File: config.mk
export PLATFORM = sky130hd
export DESIGN_NAME = ccfc_core
export DESIGN_NICKNAME = d
export VERILOG_FILES = /design/src/rtl/ccfc_core.v /design/src/rtl/ccfc_decide.v
export VERILOG_INCLUDE_DIRS = /design/src /design/src/rtl
export SDC_FILE = /design/constraint.sdc
export NUM_CORES = 1
export LEC_CHECK = 0
export ABC_AREA = 1
export ABC_CLOCK_PERIOD_IN_PS = 3300
export BUFFER_PORTS_ARGS = -buffer_cell sky130_fd_sc_hd__clkbuf_2
export CAP_MARGIN = 30
export CELL_PAD_IN_SITES_DETAIL_PLACEMENT = 1
export CELL_PAD_IN_SITES_GLOBAL_PLACEMENT = 2
export CORE_MARGIN = 4
export CORE_UTILIZATION = 30
export CTS_CLUSTER_DIAMETER = 50
export DETAILED_ROUTE_END_ITERATION = 10
export PLACE_DENSITY = 0.86
export SYNTH_ARGS = -nofsm -noshare
export SYNTH_HDL_FRONTEND = slang
export SYNTH_HIERARCHICAL = 1
export SYNTH_SLANG_ARGS = --single-unit
File: constraint.sdc
create_clock -name hclk -period 3.3 [get_ports hclk]
set_input_delay 0.66 -clock hclk [delete_from_list [all_inputs] [get_ports hclk]]
set_output_delay 0.66 -clock hclk [all_outputs]
set_load 0.02 [all_outputs]
File: src/rtl/ccfc_defs.vh
// constants for the control-flow and compare slice
`ifndef CCFC_DEFS_VH
`define CCFC_DEFS_VH
// register offsets (byte addresses)
`define CCFC_OFS_CTRL    8'h00
`define CCFC_OFS_STATUS  8'h04
`define CCFC_OFS_PC      8'h08
`define CCFC_OFS_FLAGS   8'h0C
`define CCFC_OFS_OPA     8'h10
`define CCFC_OFS_OPB     8'h14
`define CCFC_OFS_IMM     8'h18
`define CCFC_OFS_PTR     8'h1C
`define CCFC_OFS_STACK   8'h20
`define CCFC_OFS_CYCLES  8'h24
// ctrl fields: [0] go, [4:1] operation, [7:5] bit select, [8] next insn is two words
`define CCFC_CTRL_GO     0
`define CCFC_CTRL_OP_LO  1
`define CCFC_CTRL_BIT_LO 5
`define CCFC_CTRL_LONG   8
// status_flags bit positions
`define CCFC_FLG_C 0
`define CCFC_FLG_Z 1
`define CCFC_FLG_N 2
`define CCFC_FLG_V 3
`define CCFC_FLG_S 4
`define CCFC_FLG_H 5
`define CCFC_FLG_T 6
`define CCFC_FLG_I 7
// operation codes
`define CCFC_OP_INDIRECT_CALL   4'h0
`define CCFC_OP_CALL    4'h1
`define CCFC_OP_RET     4'h2
`define CCFC_OP_INTERRUPT_EXIT    4'h3
`define CCFC_OP_COMPARE_SKIP_EQUAL    4'h4
`define CCFC_OP_CPC     4'h5
`define CCFC_OP_CPI     4'h6
`define CCFC_OP_SKRC    4'h7
`define CCFC_OP_SKRS    4'h8
`define CCFC_OP_SKIC    4'h9
`define CCFC_OP_SKIS    4'hA
`define CCFC_OP_BRS     4'hB
`define CCFC_OP_BRC     4'hC
`define CCFC_OP_BRANCH_CARRY_CLEAR    4'hD
// cycle counts
`define CCFC_CYC_INDIRECT_CALL  3'h3
`define CCFC_CYC_CALL   3'h4
`define CCFC_CYC_RET    3'h4
`define CCFC_CYC_ONE    3'h1
`define CCFC_RST_PC     16'h0000
`define CCFC_RST_FLAGS  8'h00
`endif

File: src/rtl/ccfc_core.v
// control-flow and compare execution slice with an AHB-Lite register port
//
// Summary of operation
// - indirect call loads pc from pointer, 3 cycles
// - absolute call loads constant address, 4 cycles
// - subroutine return pops pc, 4 cycles
// - interrupt return pops pc, sets I, 4 cycles
// - equal registers skip next instruction, no flags
// - carry compare updates Z N V C H
// - immediate compare updates Z N V C H
// - register bit clear/set skips next instruction
// - io bit clear/set skips next instruction
// - flag set branches pc plus k plus one
// - flag clear branches pc plus k plus one
// - carry clear branches pc plus k plus one
//
// The register addresses and register access over AHB-Lite were left to the implementer.
`timescale 1ns/1ps
`default_nettype none
`include "ccfc_defs.vh"
module ccfc_core
(
  input  wire        hclk,
  input  wire        hresetn,
  input  wire        clk_en,
  input  wire        hsel,
  input  wire [31:0] haddr,
  input  wire [1:0]  htrans,
  input  wire        hwrite,
  input  wire [2:0]  hsize,
  input  wire [31:0] hwdata,
  input  wire        hready,
  output wire        hreadyout,
  output wire        hresp,
  output reg  [31:0] hrdata,
  input  wire [7:0]  io_pin_data,
  output reg  [15:0] stack_wdata,
  output reg         stack_push,
  output reg         stack_pop,
  output reg  [15:0] pc_out,
  output reg  [7:0]  status_flags,
  output wire        busy
);
  localparam ST_IDLE = 1'b0;
  localparam ST_EXEC = 1'b1;

  reg        state_r;
  reg [15:0] pc_r;
  reg [15:0] pc_nxt;
  reg [7:0]  flags_nxt;
  reg [8:0]  ctrl_r;
  reg [7:0]  opa_r;
  reg [7:0]  opb_r;
  reg [7:0]  imm_r;
  reg [15:0] ptr_r;
  reg [15:0] stack_r;
  reg [15:0] target_r;
  reg [2:0]  cnt_r;
  reg [2:0]  last_cycles_r;
  reg        last_taken_r;
  reg [7:0]  io_s1_r;
  reg [7:0]  io_s2_r;
  reg        wr_pend_r;
  reg [7:0]  wr_addr_r;
  reg        rd_go;

  wire [3:0] op        = ctrl_r[`CCFC_CTRL_OP_LO +: 4];
  wire [2:0] bit_sel   = ctrl_r[`CCFC_CTRL_BIT_LO +: 3];
  wire       next_long = ctrl_r[`CCFC_CTRL_LONG];
  wire [7:0] flags_new;
  wire       taken;
  wire [2:0] cycles;
  wire       addr_ok   = hsel & htrans[1] & hready & clk_en;
  wire [15:0] ret_addr = pc_r + (op == `CCFC_OP_CALL ? 16'h0002 : 16'h0001);
  wire [15:0] offset   = {{8{imm_r[7]}}, imm_r};

  assign hreadyout = 1'b1;
  assign hresp     = 1'b0;
  assign busy      = (state_r == ST_EXEC);

  ccfc_decide u_decide
  (
    .op        (op),
    .bit_sel   (bit_sel),
    .next_long (next_long),
    .opa       (opa_r),
    .opb       (opb_r),
    .imm       (imm_r),
    .io_data   (io_s2_r),
    .flags     (status_flags),
    .flags_new (flags_new),
    .taken     (taken),
    .cycles    (cycles)
  );

  // io pins are sampled twice before the decision logic sees them
  always @(posedge hclk or negedge hresetn)
  begin
    if (!hresetn)
    begin
      io_s1_r <= 8'h00;
      io_s2_r <= 8'h00;
    end
    else if (clk_en)
    begin
      io_s1_r <= io_pin_data;
      io_s2_r <= io_s1_r;
    end
  end

  always @*
  begin
    rd_go  = 1'b0;
    pc_nxt = pc_r;
    case (op)
      `CCFC_OP_INDIRECT_CALL : pc_nxt = ptr_r;
      `CCFC_OP_CALL  : pc_nxt = target_r;
      `CCFC_OP_RET,
      `CCFC_OP_INTERRUPT_EXIT  : pc_nxt = stack_r;
      `CCFC_OP_BRS,
      `CCFC_OP_BRC,
      `CCFC_OP_BRANCH_CARRY_CLEAR  : pc_nxt = taken ? pc_r + offset + 16'h0001 : pc_r + 16'h0001;
      `CCFC_OP_COMPARE_SKIP_EQUAL,
      `CCFC_OP_SKRC,
      `CCFC_OP_SKRS,
      `CCFC_OP_SKIC,
      `CCFC_OP_SKIS  : pc_nxt = pc_r + (taken ? (next_long ? 16'h0003 : 16'h0002) : 16'h0001);
      default        : pc_nxt = pc_r + 16'h0001;
    endcase
    flags_nxt = flags_new;
    if (addr_ok && !hwrite)
      rd_go = 1'b1;
  end

  // register writes land in the data phase; execution starts on a go write
  always @(posedge hclk or negedge hresetn)
  begin
    if (!hresetn)
    begin
      wr_pend_r     <= 1'b0;
      wr_addr_r     <= 8'h00;
      ctrl_r        <= 9'h000;
      opa_r         <= 8'h00;
      opb_r         <= 8'h00;
      imm_r         <= 8'h00;
      ptr_r         <= 16'h0000;
      stack_r       <= 16'h0000;
      target_r      <= 16'h0000;
      pc_r          <= `CCFC_RST_PC;
      status_flags  <= `CCFC_RST_FLAGS;
      pc_out        <= `CCFC_RST_PC;
      state_r       <= ST_IDLE;
      cnt_r         <= 3'h0;
      last_cycles_r <= 3'h0;
      last_taken_r  <= 1'b0;
      stack_push    <= 1'b0;
      stack_pop     <= 1'b0;
      stack_wdata   <= 16'h0000;
      hrdata        <= 32'h0000_0000;
    end
    else if (clk_en)
    begin
      wr_pend_r  <= addr_ok & hwrite;
      wr_addr_r  <= haddr[7:0];
      stack_push <= 1'b0;
      stack_pop  <= 1'b0;
      if (wr_pend_r)
      begin
        case (wr_addr_r)
          `CCFC_OFS_CTRL :
          begin
            // writes while busy are dropped so the running instruction stays consistent
            if (state_r == ST_IDLE)
            begin
              ctrl_r <= hwdata[8:0];
              if (hwdata[`CCFC_CTRL_GO])
              begin
                state_r <= ST_EXEC;
                cnt_r   <= 3'h0;
              end
            end
          end
          `CCFC_OFS_PC    : if (state_r == ST_IDLE) pc_r <= hwdata[15:0];
          `CCFC_OFS_FLAGS : if (state_r == ST_IDLE) status_flags <= hwdata[7:0];
          `CCFC_OFS_OPA   : opa_r <= hwdata[7:0];
          `CCFC_OFS_OPB   : opb_r <= hwdata[7:0];
          `CCFC_OFS_IMM   :
          begin
            imm_r    <= hwdata[7:0];
            target_r <= hwdata[31:16];
          end
          `CCFC_OFS_PTR   : ptr_r <= hwdata[15:0];
          `CCFC_OFS_STACK : stack_r <= hwdata[15:0];
          default         : ;
        endcase
      end
      else if (state_r == ST_EXEC)
      begin
        cnt_r <= cnt_r + 3'h1;
        if (cnt_r == 3'h0)
        begin
          if (op == `CCFC_OP_INDIRECT_CALL || op == `CCFC_OP_CALL)
          begin
            stack_wdata <= ret_addr;
            stack_push  <= 1'b1;
          end
          if (op == `CCFC_OP_RET || op == `CCFC_OP_INTERRUPT_EXIT)
            stack_pop <= 1'b1;
        end
        if (cnt_r == cycles - 3'h1)
        begin
          // state commits on the last cycle, after the push has gone out
          pc_r          <= pc_nxt;
          pc_out        <= pc_nxt;
          status_flags  <= flags_nxt;
          last_cycles_r <= cycles;
          last_taken_r  <= taken;
          state_r       <= ST_IDLE;
        end
      end
      if (rd_go)
      begin
        case (haddr[7:0])
          `CCFC_OFS_CTRL   : hrdata <= {23'h000000, ctrl_r};
          `CCFC_OFS_STATUS : hrdata <= {27'h0000000, last_taken_r, last_cycles_r, state_r};
          `CCFC_OFS_PC     : hrdata <= {16'h0000, pc_r};
          `CCFC_OFS_FLAGS  : hrdata <= {24'h000000, status_flags};
          `CCFC_OFS_OPA    : hrdata <= {24'h000000, opa_r};
          `CCFC_OFS_OPB    : hrdata <= {24'h000000, opb_r};
          `CCFC_OFS_IMM    : hrdata <= {target_r, 8'h00, imm_r};
          `CCFC_OFS_PTR    : hrdata <= {16'h0000, ptr_r};
          `CCFC_OFS_STACK  : hrdata <= {16'h0000, stack_r};
          `CCFC_OFS_CYCLES : hrdata <= {29'h0000000, cycles};
          default          : hrdata <= 32'h0000_0000;
        endcase
      end
    end
  end
endmodule
`default_nettype wire

File: src/rtl/ccfc_decide.v
// combinational decision: flag results, skip/branch condition, cycle count
`timescale 1ns/1ps
`default_nettype none
`include "ccfc_defs.vh"
module ccfc_decide
(
  input  wire [3:0]  op,
  input  wire [2:0]  bit_sel,
  input  wire        next_long,
  input  wire [7:0]  opa,
  input  wire [7:0]  opb,
  input  wire [7:0]  imm,
  input  wire [7:0]  io_data,
  input  wire [7:0]  flags,
  output reg  [7:0]  flags_new,
  output reg         taken,
  output reg  [2:0]  cycles
);
  reg  [7:0] sub;
  reg  [7:0] rr;
  reg        cin;
  reg        is_cmp;
  reg        n_r;
  reg        v_r;
  reg        z_r;
  always @*
  begin
    rr        = (op == `CCFC_OP_CPI) ? imm : opb;
    cin       = (op == `CCFC_OP_CPC) ? flags[`CCFC_FLG_C] : 1'b0;
    is_cmp    = (op == `CCFC_OP_CPC) || (op == `CCFC_OP_CPI);
    sub       = opa - rr - {7'h00, cin};
    n_r       = sub[7];
    v_r       = (opa[7] & ~rr[7] & ~sub[7]) | (~opa[7] & rr[7] & sub[7]);
    // carry-in compare keeps zero only if it was already set, so multi-byte compares chain
    z_r       = (sub == 8'h00) & ((op == `CCFC_OP_CPC) ? flags[`CCFC_FLG_Z] : 1'b1);
    flags_new = flags;
    if (is_cmp)
    begin
      flags_new[`CCFC_FLG_Z] = z_r;
      flags_new[`CCFC_FLG_N] = n_r;
      flags_new[`CCFC_FLG_V] = v_r;
      flags_new[`CCFC_FLG_S] = n_r ^ v_r;
      flags_new[`CCFC_FLG_C] = (~opa[7] & rr[7]) | (rr[7] & sub[7]) | (sub[7] & ~opa[7]);
      flags_new[`CCFC_FLG_H] = (~opa[3] & rr[3]) | (rr[3] & sub[3]) | (sub[3] & ~opa[3]);
    end
    if (op == `CCFC_OP_INTERRUPT_EXIT)
      flags_new[`CCFC_FLG_I] = 1'b1;
    case (op)
      `CCFC_OP_COMPARE_SKIP_EQUAL : taken = (opa == opb);
      `CCFC_OP_SKRC : taken = ~opa[bit_sel];
      `CCFC_OP_SKRS : taken = opa[bit_sel];
      `CCFC_OP_SKIC : taken = ~io_data[bit_sel];
      `CCFC_OP_SKIS : taken = io_data[bit_sel];
      `CCFC_OP_BRS  : taken = flags[bit_sel];
      `CCFC_OP_BRC  : taken = ~flags[bit_sel];
      `CCFC_OP_BRANCH_CARRY_CLEAR : taken = ~flags[`CCFC_FLG_C];
      default       : taken = 1'b0;
    endcase
    case (op)
      `CCFC_OP_INDIRECT_CALL : cycles = `CCFC_CYC_INDIRECT_CALL;
      `CCFC_OP_CALL  : cycles = `CCFC_CYC_CALL;
      `CCFC_OP_RET,
      `CCFC_OP_INTERRUPT_EXIT  : cycles = `CCFC_CYC_RET;
      `CCFC_OP_COMPARE_SKIP_EQUAL,
      `CCFC_OP_SKRC,
      `CCFC_OP_SKRS,
      `CCFC_OP_SKIC,
      `CCFC_OP_SKIS  : cycles = taken ? (next_long ? 3'h3 : 3'h2) : `CCFC_CYC_ONE;
      `CCFC_OP_BRS,
      `CCFC_OP_BRC,
      `CCFC_OP_BRANCH_CARRY_CLEAR  : cycles = taken ? 3'h2 : `CCFC_CYC_ONE;
      default        : cycles = `CCFC_CYC_ONE;
    endcase
  end
endmodule
`default_nettype wire

# Yosys cells after proc, flatten, opt, wreduce, memory -nomap -nowiden
# Index checks and enable logic that the tools add are counted.
dict set report classes {
  addsub 9
  order_cmp 1
  n_eq_ne 36
  muxes 52
  bitwise 30
  reduce_logical 33
}
# op n
set ops {}
lappend ops {{32-bit case mux with 10 select lines} 1}
lappend ops {{16-bit 2-to-1 mux} 6}
lappend ops {{16-bit case mux with 5 select lines} 1}
lappend ops {{8-bit by 5-bit equality test with 1-bit output (second input constant)} 8}
lappend ops {{8-bit 2-to-1 mux} 6}
lappend ops {{16-bit by 1-bit adder with 16-bit output (second input constant)} 2}
lappend ops {{16-bit by 2-bit adder with 16-bit output} 2}
lappend ops {{8-bit by 4-bit equality test with 1-bit output (second input constant)} 4}
lappend ops {{4-bit equality test (second input constant)} 6}
lappend ops {{8-bit by 6-bit equality test with 1-bit output (second input constant)} 3}
lappend ops {{8-bit zero test} 3}
lappend ops {{1-bit 2-to-1 mux} 23}
lappend ops {{3-bit 2-to-1 mux} 6}
lappend ops {{16-bit adder} 1}
lappend ops {{4-bit by 3-bit equality test with 1-bit output (second input constant)} 4}
lappend ops {{3-bit AND reduction} 5}
lappend ops {{5-bit AND reduction} 3}
lappend ops {{1-bit bitwise AND} 14}
lappend ops {{3-bit case mux with 4 select lines} 1}
lappend ops {{4-bit AND reduction} 3}
lappend ops {{6-bit AND reduction} 2}
lappend ops {{1-bit NOT} 10}
lappend ops {{1-bit binary-select mux with 3-bit select} 3}
lappend ops {{4-bit by 2-bit equality test with 1-bit output (second input constant)} 2}
lappend ops {{other kinds (27)} 42}
dict set report word_totals {
  register_bits 204
  inputBits 83
  wordCells 185
}

# Longest topological paths before layout
dict set report logic_depth {
  ltp_word 12
  mapped_depth 30
  ltp_nobuf 28
}

# Cells and area by module
# Netlist, hierarchy kept.
# mod n_inst cells_each area_each_um2 seq_area_each_um2
set by_module_without_submodules {}
lappend by_module_without_submodules {ccfc_core 1 1560 11572.3 5104.9}
lappend by_module_without_submodules {ccfc_decide 1 278 1400.1 0.0}

# Worst setup path after synthesis
# No wires, ideal clock.
dict set report synth_path {
  path_kind {flip-flop to flip-flop}
  start {register ctrl_r[5]}
  end {register pc_r[14]}
  setup_time_ns 0.117
  t_arrival_ns 3.282
  path_slack_ns -0.099
  path_stages_with_launch 31
  n_path_buf 3
  period_less_slack_ns 3.399
  cell_sequence {dfrtp_1 inv_2 buf_6 nand2_1 nand3_1 nand3_1 nand2_1 nand2_1 nand2_1 nor2_2 nand2_1 buf_2 inv_1 clkbuf_1 or2_2 ha_1 fa_1 inv_1 nor2_1 nand2_1 nor2_1 nand2_1 nand2_1 nand3_1 nand3_1 inv_1 nand2_1 nand2_1 nand2_1 nand2_1 nand2_1}
}
dict set report synth_between {
  elab_chain_len 10
}
# element line_no
set synth_lines {}
lappend synth_lines {{from (decl)} ccfc_core.v:51} ;# reg [8:0] ctrl_r;
lappend synth_lines {{from (signal assigned)} ccfc_core.v:175} ;# ctrl_r <= hwdata[8:0];
lappend synth_lines {{1-bit binary-select mux with 3-bit select (on tied branches)} n/a}
lappend synth_lines {{1-bit 2-to-1 mux (on tied branches)} n/a}
lappend synth_lines {{1-bit NOT (on tied branches)} {ccfc_decide.v:55, ccfc_decide.v:50, ccfc_decide.v:52}}
lappend synth_lines {{1-bit case mux with 8 select lines *} ccfc_decide.v:48} ;# case (op)
lappend synth_lines {{named net taken} ccfc_core.v:71} ;# wire taken;
lappend synth_lines {{2-bit 2-to-1 mux (tied with other cells)} ccfc_core.v:127} ;# `CCFC_OP_SKIS : pc_nxt = pc_r + (taken ? (next_long ? 16'h0003 : 16'h0002) : 16'h0001);
lappend synth_lines {{16-bit by 2-bit adder with 16-bit output or 3-bit case mux with 4 select lines (tied branches)} {ccfc_core.v:127, ccfc_decide.v:59}}
lappend synth_lines {{16-bit case mux with 5 select lines or 3-bit by 1-bit subtractor with 3-bit output (tied branches)} {ccfc_core.v:115, ccfc_core.v:210}}
lappend synth_lines {{16-bit 2-to-1 mux or 3-bit equality test (tied branches)} ccfc_core.v:210} ;# if (cnt_r == cycles - 3'h1)
lappend synth_lines {{16-bit 2-to-1 mux or 2-bit nonzero test (tied branches)} n/a}
lappend synth_lines {{16-bit 2-to-1 mux or 5-bit AND reduction (tied branches)} n/a}
lappend synth_lines {{to (signal assigned)} ccfc_core.v:149} ;# pc_r <= `CCFC_RST_PC;
lappend synth_lines {{to (signal assigned)} ccfc_core.v:183} ;# `CCFC_OFS_PC : if (state_r == ST_IDLE) pc_r <= hwdata[15:0];
lappend synth_lines {{to (signal assigned)} ccfc_core.v:213} ;# pc_r <= pc_nxt;
lappend synth_lines {{to (decl)} ccfc_core.v:48} ;# reg [15:0] pc_r;
# The timed path passes the listed nets; every way through them passes the cells marked *. The select of a mux whose other input is x is not followed.
# A chain may end at the register's enable or synchronous reset.

# Worst setup path after layout
dict set report layout_path {
  start {register ctrl_r[5]}
  end {register pc_r[10]}
}
# Same word-level chain as after synthesis.

==> flow_metrics.env <==
export IMPL_slowest_delay_ps=460
export IMPL_io_buffers=129
export IMPL_period_needed_ps=3250
export IMPL_num_antenna_cells=0
export IMPL_cts_max_level=2
export IMPL_grt_pass1_wl_mm=79.7
export IMPL_start_util_pct=30.7
export IMPL_cts_sinks=204
export IMPL_ir_drop_mv=0.335
export IMPL_clk_pin_slew_ps=50
export IMPL_avgViaCountPerCell=5.08
export IMPL_globalRouteOverflowTotal=0
export IMPL_via_count=13296
export IMPL_rsz0062_at_grt="true"
export IMPL_drive_gt1_share_pct=19.1
export IMPL_synth_edf_count=0
export IMPL_synth_fp_nets=1964
export IMPL_setup_tns_ps=0
export IMPL_end_kind="flip-flop"
export IMPL_worstSetupPathType="reg -> reg"
export IMPL_grt_max_degree=61
export IMPL_clkLatencyLatePin_ps=550
export IMPL_ant_nets=0
export IMPL_hold_class="in -> async"
export IMPL_final_max_slew_viol_count=0
export IMPL_syn_inst=1838
export IMPL_dieWidth_microns=216
export IMPL_io_pin_count=160
export IMPL_drtPass1Iterations=5
export IMPL_skew_ps=25.1
export IMPL_avgRoutedWirePerCell_microns=20.0
export IMPL_startpoint_type="flip-flop"
export IMPL_maxCapViolations=0
export IMPL_crit_arrival_ps=3680
export IMPL_tritoncts="yes"
export IMPL_cp_max_fo=5
export IMPL_leakage_nw=8.13
export IMPL_holdWs_ps=78.7
export IMPL_wl_mm=52.4
export IMPL_fmax_mhz=308
export IMPL_synth_cell_types=53
export IMPL_finalCritPeriodShare_pct=98.5
export IMPL_gp_congestion=0.910
export IMPL_power_per_cell_area_nw_per_um2=512
export IMPL_netlist_area_sq_um=13000
export IMPL_core_region_area_sq_um=42300
export IMPL_postSynthAreaPerCell_sq_um=7.06
export IMPL_yosysWarningCount=6
export IMPL_synth_ff_type="dfrtp_1"
export IMPL_clockRootBuffer="clkbuf_16"
export IMPL_cp_top_family="simple AND/OR/NAND/NOR gates"
export IMPL_cts_buffers=34
export IMPL_fillCellCount=5320
export IMPL_crit_required_ps=3730
export IMPL_r2r_cells=27
export IMPL_async_reset_ff_share_pct=100
export IMPL_path_depth=27
export IMPL_seq_area_frac_synth_pct=39.4
export IMPL_nets=2138
export IMPL_antenna_found_initial=0
export IMPL_setup_violations=0
export IMPL_synth_seq_cells=204
export IMPL_grt_use_total_pct=21.7
export IMPL_cp_common_cell="nand2_1"
export IMPL_die_area_sq_um=46600
export IMPL_cp_slowest_cell="dfrtp_2"
export IMPL_drcViolationCount=0
export IMPL_status="finished, final reports clean"
export IMPL_syn_to_final_growth_pct=24.4
export IMPL_drtIter0Drc=924
export IMPL_max_slew_worst_pin_slew_ps=898
export IMPL_dpl_hpwl_mm=38.8
export IMPL_hold_viol_final=0
export IMPL_num_rows=75
export IMPL_path_buf_inv=4
export IMPL_cts_hold_buffers=0
export IMPL_grt_pass1_vias=13564
export IMPL_die_height_microns=216
export IMPL_max_slew_margin_pct=39.7
export IMPL_cts_buffer_depth=3
## per-stage QoR
| step | total power, mW | util, % | setup slack, ps | instances | instance area [sq um] |
|---|---|---|---|---|---|
| after floorplan | 3.89 | - | 28.6 | 1838 | 13000 |
| after global placement | 4.51 | 34.3 | 9.30 | 2543 | 14500 |
| after detailed placement | 4.56 | 34.4 | -159 | 2544 | 14600 |
| after CTS | 8.22 | 37.2 | 17.4 | 2606 | 15700 |
| after global routing | 8.68 | 38.1 | -185 | 2615 | 16100 |
| final | 8.26 | 38.1 | 50.3 | 2615 | 16100 |
## cell families after synthesis
family                     Yosys count  share of synthesized area (%)
buffers and inverters              317                           9.93
AOI/OAI and AO/OA                  302                           13.0
muxes                               16                           1.39
adders and majority gates           43                           4.44
and+or+nand+nor                    920                           29.5
xor gates and xnor gates            34                           2.30
DFF                                204                           39.4
other                                2                         0.0579
## worst reg2reg max path, stage by stage, from the launching register on
cell     delay [ps]
dfrtp_2         460
buf_6           150
nand2_2          50
o21ai_2          50
nand2_1          80
nand3_2         100
nand2_1         100
nand2_1          60
nand2_2          80
nor2_4           60
nand2_4          80
inv_2            40
or2_4           230
ha_4            170
fa_2            380
inv_2           100
nor2_4           50
nand2_2          80
buf_6           130
nor2_4           50
nand2_2          70
a21oi_2          60
nor3_2          180
nand2_1          80
nand2_2          80
nand2_1          50
nand2_1          80
nand2_1          50
## path summary, 6_finish.rpt
| check | start | to | slack (ps) |
|---|---|---|---|
| hold reg to reg | io_s1_r[6] | io_s1_r[6] | 470 |
| min in group hclk | io_pin_data[0] | io_s1_r[0] | 320 |
| hold / removal | hresetn | stack_wdata[15] | 80 |
| max in group asynchronous | hresetn | hrdata[16] | 2260 |
| setup / recovery | ctrl_r[5] | pc_r[10] | 50 |
| setup reg to reg | ctrl_r[5] | pc_r[10] | 50 |
## report_power, final
| group | internal (mW) | leakage, nW | switching [mW] |
|---|---|---|---|
| Sequential | 2.66 | 2.72 | 0.246 |
| Combinational | 0.607 | 4.86 | 1.15 |
| Clock | 2.19 | 0.552 | 1.41 |
## cell type report
| cell class | instances | area (sq um) | area share (%) |
|---|---|---|---|
| multi-input combinational | 1317 | 6890 | 42.7 |
| clock inverter | 20 | 215 | 1.33 |
| inverter | 252 | 956 | 5.92 |
| clock buffer | 42 | 922 | 5.71 |
| tap | 577 | 722 | 4.47 |
| sequential | 204 | 5110 | 31.7 |
| timing repair buffer | 203 | 1320 | 8.19 |
## cell usage after synthesis (6+ instances only)
master / n / area, sq um
dfrtp_1: 204 / 5100
o21ai_1: 8 / 40.0
buf_6: 6 / 67.6
inv_2: 11 / 41.3
nor2_1: 101 / 379
o31ai_1: 10 / 75.1
a21oi_1: 57 / 285
mux2_2: 16 / 180
ha_1: 38 / 475
nand2_1: 614 / 2300
xnor2_1: 14 / 123
buf_2: 12 / 60.1
nor2_2: 9 / 56.3
nand2_2: 6 / 37.5
buf_4: 9 / 67.6
inv_1: 236 / 886
xor2_1: 20 / 175
clkbuf_1: 36 / 135
o22ai_1: 22 / 138
nand3_1: 134 / 671
nor3_1: 19 / 95.1
nand4_1: 18 / 113
o21ai_0: 165 / 826
## sequential cells by signal, indices dropped and copies added, names as in the netlist, 9 cells and up
signal       count
hrdata          32
ctrl_r           9
pc_r            16
pc_out          16
ptr_r           16
stack_wdata     16
stack_r         16
target_r        16
## cell usage in the layout, fill, tap and decap left out, types with 4 or more instances in the layout
cell type  count
a21boi_2       4
a21oi_1       42
a21oi_2       14
a221oi_1       5
a31oi_1        5
buf_4         63
buf_6          5
clkbuf_1       5
clkbuf_16     37
clkbuf_2     128
clkinv_1       4
clkinv_2       5
dfrtp_1      202
ha_1          35
inv_1        233
inv_2         13
inv_6          5
mux2_2        16
nand2_1      592
nand2_2       26
nand3_1      124
nand3_2       11
nand4_1       18
nor2_1        95
nor2_2         8
nor2_4         9
nor3_1        16
nor3_2         6
o2111ai_1      4
o211ai_1       4
o21ai_0      160
o21ai_1       11
o221ai_1       4
o22ai_1       22
o31ai_1       10
xnor2_1       13
xor2_1        20
## layer usage
layer | vias to the layer above | global-route usage (%) | share of wire, %
met3 | 98 | 3.14 | 5.9
met4 | 0 | 6.64 | 3.2
met1 | 6543 | 31.5 | 47
met2 | 411 | 33.6 | 44
met5 | - | 0 | 0
li1 | 6244 | - | -
## repair_timing
item / in CTS / in global routing
cloned: 0 / 3
setup buffers: 0 / 6
resized for setup: 13 / 81
pin swaps: 0 / 33
setup endpoints to repair: 18 / 40
No activity file was read; power rests on OpenSTA's default activity.
